**config.mk**
```make
export PLATFORM = sky130hd
export DESIGN_NAME = plrc_ctrl
export DESIGN_NICKNAME = d
export VERILOG_FILES = /design/src/design/plrc_pkg.sv /design/src/design/plrc_ctrl.sv
export SDC_FILE = /design/constraint.sdc
export NUM_CORES = 1
export LEC_CHECK = 0
export ABC_AREA = 1
export BUFFER_PORTS_ARGS = -buffer_cell sky130_fd_sc_hd__buf_2
export CORE_MARGIN = 5
export CORE_UTILIZATION = 50
export CTS_CLUSTER_SIZE = 14
export DETAILED_ROUTE_END_ITERATION = 16
export GPL_TIMING_DRIVEN = 0
export HOLD_SLACK_MARGIN = 0.1
export PLACE_DENSITY = 0.8
export SETUP_SLACK_MARGIN = 0.1
export SYNTH_ARGS = -nofsm -noshare
export SYNTH_HDL_FRONTEND = slang
export SYNTH_SLANG_ARGS = --single-unit
export TNS_END_PERCENT = 5
```
**constraint.sdc**
```tcl
create_clock -name clk_sys -period 1.3 [get_ports clk_sys]
set_input_delay 0.195 -clock clk_sys [delete_from_list [all_inputs] [get_ports clk_sys]]
set_output_delay 0.195 -clock clk_sys [all_outputs]
set_load 0.03 [all_outputs]
```
**src/design/plrc_pkg.sv**
```systemverilog
package plrc_pkg;
  // ************************************************************
  // register map
  // ************************************************************
  localparam logic [15:0] PLRC_OFF_CTRL      = 16'h0284; // low half-word at 0x284, high at 0x286
  localparam int          PLRC_ADDR_W        = 16;

  // ************************************************************
  // field positions (bit 0 is the msb, as the register is drawn)
  // ************************************************************
  localparam int PLRC_MFN_LSB   = 27; // numerator, drawn bits 0-4
  localparam int PLRC_MFD_LSB   = 22; // denominator minus one, bits 5-9
  localparam int PLRC_PDIV_LSB  = 20; // post-divider select, bits 10-11
  localparam int PLRC_MFI_LSB   = 16; // integer multiplier, bits 12-15
  localparam int PLRC_TIMER_EXPIRED_OUTPUT_BIT  = 14; // timer expired, bit 17
  localparam int PLRC_SYSTEM_CLOCK_SOURCE_SELECT_BIT  = 10; // clock source, bit 21
  localparam int PLRC_CSR_BIT   = 7;  // checkstop reset enable, bit 24
  localparam int PLRC_PDF_LSB   = 1;  // pre-division, bits 27-30
  localparam int PLRC_ORD_BIT   = 0;  // modulator order, bit 31

  // ************************************************************
  // reset values and limits
  // ************************************************************
  localparam logic [4:0] PLRC_MFN_RST  = 5'h00;
  localparam logic [4:0] PLRC_MFD_RST  = 5'h01;
  localparam logic [1:0] PLRC_PDIV_RST = 2'h1;
  localparam logic [3:0] PLRC_MFI_MIN  = 4'h5;
  localparam logic [1:0] PLRC_PDIV_RSV = 2'h3;
  // power-on straps: integer multiplier and pre-division per pin code 00,01,10,11
  localparam logic [3:0] PLRC_MFI_POR [4] = '{4'h8, 4'hF, 4'h6, 4'hF};
  localparam logic [3:0] PLRC_PDF_POR [4] = '{4'h0, 4'h0, 4'h2, 4'h0};

  // checkstop outcome
  typedef enum logic [2:0] {
    PLRC_CS_NONE  = 3'b001,
    PLRC_CS_DEBUG = 3'b010,
    PLRC_CS_RESET = 3'b100
  } plrc_cs_t;
endpackage

```
**src/design/plrc_ctrl.sv**
```systemverilog
`timescale 1ns/1ns
// Function
// - zero numerator disables the fractional divider.
// - post-divider select 00/01/10 divides by 1/2/4; 11 reserved.
// - integer multiplier below five is used as five.
// - timer expired status set by timer, alarm, decrementer or reset.
// - writing one clears timer expired status; zero leaves it.
// - clock source selects high (0) or low (1) divider; hard reset clears.
// - checkstop reset enable makes checkstop cause automatic reset.
// - debug enable wins: debug mode; reset only if enable and not debug.
// - debug mode entered at reset suppresses automatic checkstop reset.
// - order bit picks first or second order; ignored when numerator zero.
// - register responds to hard reset and soft reset.
// - power-on multiplier and pre-division come from mode clock pins.
// - pin codes 00/01/10/11 give 8/0, 15/0, 6/2, 15/0.
// - every power-on gives post-divider select 01, numerator 0, denominator field 1.
module plrc_ctrl
  import plrc_pkg::*;
(
  // clock and resets
  input  wire logic                   clk_sys,
  input  wire logic                   nrst,
  input  wire logic                   clk_en,
  input  wire logic                   hard_reset_pulse,
  input  wire logic                   soft_reset_pulse,
  // configuration straps
  input  wire logic                   mode_clock_pin_one,
  input  wire logic                   mode_clock_pin_two,
  // register port
  input  wire logic [PLRC_ADDR_W-1:0] reg_addr,
  input  wire logic                   reg_wr,
  input  wire logic                   reg_rd,
  input  wire logic [31:0]            reg_wdata,
  output logic      [31:0]            reg_rdata,
  output logic                        reg_hit,
  // status events
  input  wire logic                   periodic_timer_expired,
  input  wire logic                   timebase_alarm,
  input  wire logic                   decrementer_irq,
  // checkstop handling
  input  wire logic                   checkstop_entry,
  input  wire logic                   checkstop_debug_enable,
  input  wire logic                   debug_at_reset,
  output logic                        auto_reset_req,
  output logic                        debug_mode_req,
  // pll controls
  output logic      [3:0]             pll_int_mult,
  output logic      [4:0]             pll_frac_num,
  output logic      [5:0]             pll_frac_den,
  output logic      [4:0]             pll_pre_div,
  output logic      [2:0]             pll_post_ratio,
  output logic                        pll_frac_enable,
  output logic                        pll_second_order,
  output logic                        timer_expired_output,
  output logic                        system_clock_source_select
);

  // ************************************************************
  // register fields
  // ************************************************************
  logic [4:0] mfn_reg;
  logic [4:0] mfd_reg;
  logic [1:0] pdiv_reg;
  logic [3:0] mfi_reg;
  logic       timer_expired_output_reg;
  logic       system_clock_source_select_reg;
  logic       csr_reg;
  logic [3:0] pdf_reg;
  logic       ord_reg;
  logic       por_done_reg;
  logic       dbg_lock_reg;
  logic [1:0] strap;
  logic       wr_hit;
  logic       timer_expired_output_set;
  logic [3:0] mfi_eff;
  plrc_cs_t   cs_next;

  assign strap  = {mode_clock_pin_one, mode_clock_pin_two};
  assign wr_hit = reg_wr && (reg_addr == PLRC_OFF_CTRL);
  assign reg_hit = (reg_wr || reg_rd) && (reg_addr == PLRC_OFF_CTRL);

  // ************************************************************
  // pll configuration fields
  // ************************************************************
  // asynchronous reset only loads constants; straps land on the first enabled edge after release
  always_ff @(posedge clk_sys or negedge nrst) begin
    if (!nrst) begin
      por_done_reg <= 1'b0;
      mfn_reg      <= PLRC_MFN_RST;
      mfd_reg      <= PLRC_MFD_RST;
      pdiv_reg     <= PLRC_PDIV_RST;
      mfi_reg      <= 4'h0;
      pdf_reg      <= 4'h0;
      ord_reg      <= 1'b0;
      csr_reg      <= 1'b0;
    end else if (clk_en) begin
      if (!por_done_reg) begin
        por_done_reg <= 1'b1;
        mfn_reg      <= PLRC_MFN_RST;
        mfd_reg      <= PLRC_MFD_RST;
        pdiv_reg     <= PLRC_PDIV_RST;
        mfi_reg      <= PLRC_MFI_POR[strap];
        pdf_reg      <= PLRC_PDF_POR[strap];
      end else if (hard_reset_pulse) begin
        pdf_reg      <= 4'h0;
        ord_reg      <= 1'b0;
      end else if (wr_hit) begin
        mfn_reg      <= reg_wdata[PLRC_MFN_LSB +: 5];
        mfd_reg      <= reg_wdata[PLRC_MFD_LSB +: 5];
        // reserved post-divider code is refused, previous value kept
        if (reg_wdata[PLRC_PDIV_LSB +: 2] != PLRC_PDIV_RSV) begin
          pdiv_reg   <= reg_wdata[PLRC_PDIV_LSB +: 2];
        end
        mfi_reg      <= reg_wdata[PLRC_MFI_LSB +: 4];
        pdf_reg      <= reg_wdata[PLRC_PDF_LSB +: 4];
        ord_reg      <= reg_wdata[PLRC_ORD_BIT];
        csr_reg      <= reg_wdata[PLRC_CSR_BIT];
      end
    end
  end

  // ************************************************************
  // timer expired status, write one to clear
  // ************************************************************
  // soft reset counts as a system reset; set beats a simultaneous clear
  assign timer_expired_output_set = periodic_timer_expired || timebase_alarm || decrementer_irq ||
                    hard_reset_pulse || soft_reset_pulse || !por_done_reg;
  always_ff @(posedge clk_sys or negedge nrst) begin
    if (!nrst) begin
      timer_expired_output_reg <= 1'b1;
    end else if (clk_en) begin
      if (timer_expired_output_set) begin
        timer_expired_output_reg <= 1'b1;
      end else if (wr_hit && reg_wdata[PLRC_TIMER_EXPIRED_OUTPUT_BIT]) begin
        timer_expired_output_reg <= 1'b0;
      end
    end
  end

  // ************************************************************
  // clock source select
  // ************************************************************
  always_ff @(posedge clk_sys or negedge nrst) begin
    if (!nrst) begin
      system_clock_source_select_reg <= 1'b0;
    end else if (clk_en) begin
      if (hard_reset_pulse || soft_reset_pulse) begin
        system_clock_source_select_reg <= 1'b0;
      end else if (wr_hit) begin
        system_clock_source_select_reg <= reg_wdata[PLRC_SYSTEM_CLOCK_SOURCE_SELECT_BIT];
      end
    end
  end

  // ************************************************************
  // debug-at-reset latch
  // ************************************************************
  // a debug entry at reset blocks checkstop resets until the next hard reset
  always_ff @(posedge clk_sys or negedge nrst) begin
    if (!nrst) begin
      dbg_lock_reg <= 1'b0;
    end else if (clk_en) begin
      if (debug_at_reset) begin
        dbg_lock_reg <= 1'b1;
      end else if (hard_reset_pulse) begin
        dbg_lock_reg <= 1'b0;
      end
    end
  end

  // ************************************************************
  // checkstop outcome
  // ************************************************************
  always_comb begin
    cs_next = PLRC_CS_NONE;
    if (checkstop_entry) begin
      if (checkstop_debug_enable) begin
        cs_next = PLRC_CS_DEBUG;
      end else if (csr_reg && !dbg_lock_reg && !debug_at_reset) begin
        cs_next = PLRC_CS_RESET;
      end
    end
  end

  always_ff @(posedge clk_sys or negedge nrst) begin
    if (!nrst) begin
      auto_reset_req <= 1'b0;
      debug_mode_req <= 1'b0;
    end else if (clk_en) begin
      case (cs_next)
        PLRC_CS_DEBUG: begin
          auto_reset_req <= 1'b0;
          debug_mode_req <= 1'b1;
        end
        PLRC_CS_RESET: begin
          auto_reset_req <= 1'b1;
          debug_mode_req <= 1'b0;
        end
        default: begin
          auto_reset_req <= 1'b0;
          debug_mode_req <= 1'b0;
        end
      endcase
    end
  end

  // ************************************************************
  // derived pll controls
  // ************************************************************
  assign mfi_eff = (mfi_reg < PLRC_MFI_MIN) ? PLRC_MFI_MIN : mfi_reg;
  always_ff @(posedge clk_sys or negedge nrst) begin
    if (!nrst) begin
      pll_int_mult     <= PLRC_MFI_MIN;
      pll_frac_num     <= 5'h00;
      pll_frac_den     <= 6'h02;
      pll_pre_div      <= 5'h01;
      pll_post_ratio   <= 3'h2;
      pll_frac_enable  <= 1'b0;
      pll_second_order <= 1'b0;
    end else if (clk_en) begin
      pll_int_mult     <= mfi_eff;
      pll_frac_num     <= mfn_reg;
      pll_frac_den     <= {1'b0, mfd_reg} + 6'h01;
      pll_pre_div      <= {1'b0, pdf_reg} + 5'h01;
      pll_post_ratio   <= 3'h1 << pdiv_reg;
      pll_frac_enable  <= (mfn_reg != 5'h00);
      pll_second_order <= ord_reg && (mfn_reg != 5'h00);
    end
  end

  assign timer_expired_output       = timer_expired_output_reg;
  assign system_clock_source_select = system_clock_source_select_reg;

  // ************************************************************
  // read data
  // ************************************************************
  always_ff @(posedge clk_sys or negedge nrst) begin
    if (!nrst) begin
      reg_rdata <= 32'h0000_0000;
    end else if (clk_en) begin
      reg_rdata <= 32'h0000_0000;
      if (reg_rd && reg_addr == PLRC_OFF_CTRL) begin
        reg_rdata[PLRC_MFN_LSB +: 5]  <= mfn_reg;
        reg_rdata[PLRC_MFD_LSB +: 5]  <= mfd_reg;
        reg_rdata[PLRC_PDIV_LSB +: 2] <= pdiv_reg;
        reg_rdata[PLRC_MFI_LSB +: 4]  <= mfi_reg;
        reg_rdata[PLRC_TIMER_EXPIRED_OUTPUT_BIT]      <= timer_expired_output_reg;
        reg_rdata[PLRC_SYSTEM_CLOCK_SOURCE_SELECT_BIT]      <= system_clock_source_select_reg;
        reg_rdata[PLRC_CSR_BIT]       <= csr_reg;
        reg_rdata[PLRC_PDF_LSB +: 4]  <= pdf_reg;
        reg_rdata[PLRC_ORD_BIT]       <= ord_reg;
      end
    end
  end

endmodule // plrc_ctrl

```
==> results by group, run 1 <==
Synth
  • Mapped Area: 0.00348 mm2
  • Yosys reg bits: 77
  • Post-Synthesis Cells: 413
  • Register area share after synthesis: ~56%
  • Mean Syn Cell Area: 8.43 um2
  • YS warnings: 0
  • Netlist cell types: 31

STA
  • Final hold vios: 0
  • Fin crit period: around 1.3 ns
  • Slew Limit Fails: 0
  • Fmax: between 700 and 800 MHz
  • Layout Skew: between 0.015 and 0.02 ns
  • Final Setup Violations: 0
  • Unrepaired setup endpoints after global routing: true
  • Slew margin rel.: a little under three fifths
  • Ratio of final minimum period to clock period: between 90% and 100%
  • Worst Max-Slew Pin Slew: ~0.64 ns

Critical path
  • CP endpoint kind: output port
  • Worst EP arrival: around 1.1 ns
  • Worst endpoint required time: about 1.1 ns
  • CP Launch Type: input port
  • Slowest-stage cell, CP: nor2_4
  • Kind of critical path: in2out
  • CP max FO: 2
  • Reg-to-Reg End: pll_frac_den[4]$_DFFE_PN0P_
  • Reg2Reg Depth: 5
  • Cell Chain, Critical Path: buf_6, inv_4, nor2_4, nand2_2, nor2_4, nand3_4, clkbuf_16, nand2_4, buf_6
  • FF-to-FF setup slack: 0.10 ns
  • Crit path largest cell delay: 0.17 ns
  • Buf+Inv Stages, Crit Path: 4
  • Reg2reg start: mfd_reg[0]$_DFFE_PN1P_
  • CP delay by family, top: simple AND/OR/NAND/NOR gates

Global routing
  • First-pass GRT wire length: around 17,000 um
  • Maximum number of pins on one net before global-route repair: 40
  • GRT overflow: 0
  • Gr usage total: ~25%
  • Vias in the first global route: roughly 3,500
  • Antenna violations before repair: 1

Worst hold path
  • Min-delay src: reg_wdata[10]
  • HP Class: in2reg
  • Hold Path Depth: 3
  • Hold path endpoint: system_clock_source_select$_DFFE_PN0P_

Routing
  • DR vias: between 3,000 and 4,000
  • Routed len/inst: 16.6 um
  • Routed Antenna Nets: 0
  • Pre-antenna DRT Iters: 5
  • Post-DR vias/cell: about 5.3
  • Drt initial violations: 295
  • Final wirelength: 11,200 um
  • Drc violations: 0

Layout
  • Nets: around 640
  • Final Cell Area: 0.00498 mm2
  • Fill count: 480
  • Share of cells above drive strength 1: about a third
  • Number of flip-flops under the largest register name: 24
  • Finished Core Util: 73.4%
  • Biggest regs: reg_rdata: 24 flops, pll_frac_den: 6 flops
  • Layout Area Growth over Synthesis: 43.2%
  • Register bank with the most flops: reg_rdata

CTS
  • Root buf cell: clkbuf_8
  • CTS Sinks: 77
  • CTS tree: built
  • H-tree Lvls: 3
  • Reg clk slew, reported paths: around 0.08 ns
  • Clock Latency Late Sink: between 0.3 and 0.4 ns
  • CTS buffer count: 9
  • CTS Buffer Depth: 2

Floorplanning
  • Core area: slightly below 0.007 mm2
  • Initial Utilization: approximately half
  • Die W: between 90 and 100 um
  • IO Count: ~130
  • Die height: just over 90 um
  • Die footprint: roughly 0.0087 mm2
  • Num rows: 30

Status
  • Status: finished clean

Pwr
  • LEAKAGE: around 2.6 nW
  • Maximum vdd drop: between 0.0006 and 0.0007 V
  • PwrDens: about 1000 mW/mm2

Placement
  • Hpwl dp: between 7000 and 8000 um
  • Gpl congestion: 0.866
  • Port buffer count: about 110
  • Placed Area: about 0.0042 mm2

Run
  • Max Cap Violations: 0
per-stage QoR:
step,setup slack (ns),hold WS [ns],instances,total power [W],setup TNS (ns)
after global routing,-0.0440,0.127,674,0.00513,-0.0440
final,0.0119,0.102,674,0.00497,0
after global placement,-0.440,0.397,623,0.00288,-32.45
after detailed placement,-0.322,0.200,624,0.00290,-3.74
after CTS,0.0236,0.103,670,0.00492,0
after floorplan,0.130,-0.101,420,0.00269,0
worst reg2reg max path, stage by stage (launching register included):
cell      delay (ns)
dfstp_2         0.60
ha_4            0.16
nand2_2         0.07
nor2_2          0.13
nand3_1         0.07
o211ai_1        0.11
worst max-delay path by stage:
stage | startpoint | end | slack [ns] | cells past startpoint
after floorplan | reg_addr[9] | reg_hit | 0.13 | 7
after global placement | nrst | pll_frac_num[0]$_DFFE_PN0P_ | -0.44 | 1
after detailed placement | reg_addr[1] | reg_hit | -0.32 | 8
after CTS | reg_addr[7] | reg_hit | 0.02 | 9
after global routing | reg_addr[9] | reg_hit | -0.04 | 9
final | reg_addr[9] | reg_hit | 0.01 | 9
cell type report:
class | count | area [um2] | area share, %
diodes | 1 | 2.50 | 0.0502
clock buffers | 10 | 128 | 2.56
flip-flops and latches | 77 | 1940 | 38.9
clock inverters | 6 | 88.8 | 1.78
plain buffers | 26 | 196 | 3.94
well taps | 96 | 120 | 2.41
multi-input cells | 301 | 1480 | 29.8
inverters | 16 | 70.1 | 1.41
repair buffers | 141 | 957 | 19.2
logic make-up (layout without fill, tap and decap cells):
family                     Yosys count  count (layout)  share of synthesized area [%]
AOI/OAI and AO/OA                   49              49                           7.94
adders and majority gates            2               2                          0.719
buffers and inverters               42             199                           6.00
DFF                                 77              77                           55.6
other                                1               9                          0.108
and+or+nand+nor                    242             242                           29.6
cell usage after synthesis:
library cell | count | area share, %
ha_1 | 2 | 0.72
conb_1 | 1 | 0.11
o211ai_1 | 4 | 0.86
buf_2 | 7 | 1.0
nand2_1 | 163 | 18
nand3b_1 | 1 | 0.22
nand3_1 | 40 | 5.8
a31oi_1 | 2 | 0.36
nor2_2 | 2 | 0.36
a21oi_1 | 1 | 0.14
o41ai_1 | 1 | 0.25
nor2_4 | 2 | 0.65
nand3_4 | 1 | 0.50
or2_2 | 1 | 0.18
nand4_1 | 3 | 0.54
dfstp_2 | 8 | 6.0
o211a_1 | 1 | 0.29
inv_1 | 14 | 1.5
nor2_1 | 26 | 2.8
nor2_8 | 1 | 0.58
clkbuf_1 | 8 | 0.86
o21ai_0 | 36 | 5.2
buf_4 | 9 | 1.9
nand3_2 | 1 | 0.29
inv_2 | 2 | 0.22
dfrtp_1 | 69 | 50
o21a_1 | 2 | 0.43
o31ai_1 | 2 | 0.43
buf_6 | 1 | 0.32
clkbuf_2 | 1 | 0.14
nor3_1 | 1 | 0.14
where the power goes:
part	internal, W	switching [W]
logic	0.000214	0.000320
registers	0.00242	0.0000168
clock network	0.00108	0.000914
routing by layer:
layer  wire length (um)  global-route usage (%)
met1               4140                    31.0
met2               5700                    42.6
met3               1020                    5.15
met4                363                    12.9
met5                  0                       0
cells in the final DEF, fill, tap and decap left out, types with 9 or more instances in the layout:
cell,n
clkbuf_8,9
dfrtp_1,69
dlygate4sd3_1,20
nor2_4,9
o21ai_0,33
buf_4,20
inv_1,12
buf_6,21
buf_2,96
nand2_1,155
nand3_1,35
nor2_1,19
timing repair:
item	4_1_cts	5_1_grt
setup buffers	10	3
setup endpoints to repair	25	36
hold buffers	20	0
pin swaps	9	15
resized for setup	29	51
gates cloned	0	0
endpoints found under the hold margin	52	0
Note: power is estimated with default switching activity, not from simulation.
==> run 2: changes to the inputs <==
- CORE_MARGIN: 5 -> 2
==> results by group, run 2 (synthesis results as in run 1) <==
Status
  • Status: finished clean

Critical path
  • CP endpoint kind: output port
  • CP Launch Type: input port
  • Worst EP arrival: 1.08 ns
  • Worst endpoint required time: roughly 1.1 ns
  • Kind of critical path: in2out
  • Reg2reg start: por_done_reg$_DFFE_PN0P_
  • Reg-to-Reg End: mfn_reg[1]$_DFFE_PN0P_
  • Reg2Reg Depth: 6
  • CP max FO: 2
  • FF-to-FF setup slack: roughly 0.040 ns

Routing
  • Drt initial violations: between 300 and 400
  • Final wirelength: 11,000 um
  • Pre-antenna DRT Iters: 5
  • DR vias: about 3,600
  • Top Metal Used: met4
  • Routed Antenna Nets: 0
  • Drc violations: 0
  • Post-DR vias/cell: about 5.5
  • Detail Route met2 WL: roughly 5400 um
  • Routed len/inst: ~17 um
  • Wire length on met3: roughly 700 um
  • Met1 Wirelength: between 4000 and 5000 um

Floorplanning
  • Core area: ~0.0068 mm2
  • Die footprint: approximately 0.0076 mm2
  • Num rows: 30
  • Initial Utilization: ~50%
  • Die W: roughly 87 um
  • IO Count: ~130
  • Die height: between 80 and 90 um

Placement
  • DP Worst Slack: -0.261 ns
  • Gpl congestion: around 0.83
  • Port buffer count: between 100 and 150
  • Hpwl dp: 6820 um

Pwr
  • LEAKAGE: roughly 2.6 nW
  • PwrDens: around 1000 mW/mm2
  • Maximum vdd drop: between 0.0006 and 0.0007 V

Worst hold path
  • HP Class: in2reg
  • Min-delay src: debug_at_reset
  • Hold path endpoint: auto_reset_req$_DFFE_PN0P_
  • Hold Path Depth: 4

STA
  • Ratio of final minimum period to clock period: between 90% and 100%
  • Worst Max-Slew Pin Slew: about 0.66 ns
  • Slew margin rel.: between 50% and 60%
  • Fin crit period: 1.27 ns
  • Layout Skew: between 0.005 and 0.006 ns
  • Slew Limit Fails: 0
  • Final Setup Violations: 0
  • Final hold vios: 0
  • Hold WS: around 0.11 ns
  • Fmax: approximately 790 MHz
  • Unrepaired setup endpoints after global routing: true
  • Worst setup margin: 0.0283 ns

Global routing
  • Antenna violations before repair: 0
  • Gr usage total: 27.1%
  • GRT overflow: 0
  • Vias in the first global route: between 3,000 and 4,000
  • Maximum number of pins on one net before global-route repair: 60
  • First-pass GRT wire length: approximately 16,000 um

Layout
  • Share of cells above drive strength 1: between 30% and 40%
  • Number of flip-flops under the largest register name: 24
  • Most frequent cells in the layout: nand2_1 (156), buf_2 (92), dfrtp_1 (69)
  • Antenna cell count: 0
  • Biggest regs: reg_rdata: 24 flops, pll_frac_den: 6 flops
  • Nets: between 600 and 700
  • Commonest non-fill, non-tap cell in the layout: nand2_1
  • Layout Area Growth over Synthesis: 42.4%
  • Register bank with the most flops: reg_rdata

CTS
  • CTS Buffer Depth: 2
  • Root buf cell: clkbuf_8
  • CTS buffer count: 9
  • Clock Latency Late Sink: 0.35 ns
  • CTS Sinks: 77
  • CTS tree: built
  • Reg clk slew, reported paths: roughly 0.080 ns
  • H-tree Lvls: 3

Run
  • Max Cap Violations: 0
==> run 2: worst max-delay path by stage <==
stage | start | end | slack, ns | depth (start not counted)
2_1_floorplan | reg_addr[9] | reg_hit | 0.13 | 7
3_3_place_gp | nrst | pll_frac_num[0]$_DFFE_PN0P_ | -0.41 | 1
3_5_place_dp | reg_addr[8] | reg_hit | -0.26 | 8
4_1_cts | reg_addr[7] | reg_hit | 0.04 | 9
5_1_grt | reg_addr[3] | reg_hit | -0.006 | 8
6_report | reg_addr[3] | reg_hit | 0.03 | 8
==> run 2: power breakdown <==
group          switching (W)  internal [W]
Clock               0.000911       0.00108
Sequential         0.0000166       0.00242
Combinational       0.000316      0.000218
==> run 2: cell type report <==
cell class / instances / area (um2)
flip-flops and latches: 77 / 1940
fillers: 467 / 1800
multi-input cells: 301 / 1460
repair buffers: 144 / 1010
plain buffers: 26 / 165
clock buffers: 10 / 128
well taps: 80 / 100
clock inverters: 6 / 86.3
inverters: 16 / 67.6
==> run 2: metal layers <==
metal  global-route usage (%)  vias to the layer above
met1                     35.5                     1726
li1                         -                     1648
met5                        0                        -
met3                     5.88                       46
met4                     12.0                        0
met2                     43.5                      183
==> run 2: repair_timing <==
| item | 4_1_cts | 5_1_grt |
|---|---|---|
| setup endpoints to repair | 25 | 28 |
| gates resized for setup | 27 | 38 |
| hold buffers | 19 | 0 |
| pin swaps | 9 | 15 |
| setup buffers | 6 | 11 |
| hold endpoints to repair | 89 | 0 |
==> run 2: per-stage QoR <==
| step | total power (W) | TNS, ns | cells | area (um2) | utilization (%) |
|---|---|---|---|---|---|
| 3_5_place_dp | 0.00290 | -2.26 | 608 | 4180 | 61.8 |
| 3_3_place_gp | 0.00288 | -30.65 | 607 | 4150 | 61.4 |
| 6_report | 0.00496 | 0 | 660 | 4960 | 73.4 |
| 5_1_grt | 0.00512 | -0.00650 | 660 | 4960 | 73.4 |
| 2_1_floorplan | 0.00269 | 0 | 420 | 3510 | - |
| 4_1_cts | 0.00490 | 0 | 649 | 4730 | 69.9 |
==> run 2: worst max-delay path, stage by stage <==
cell     delay [ns]
buf_2          0.11
inv_1          0.08
nand3_2        0.12
nor2_4         0.15
nand3_4        0.10
buf_8          0.13
nand2_4        0.05
buf_6          0.12
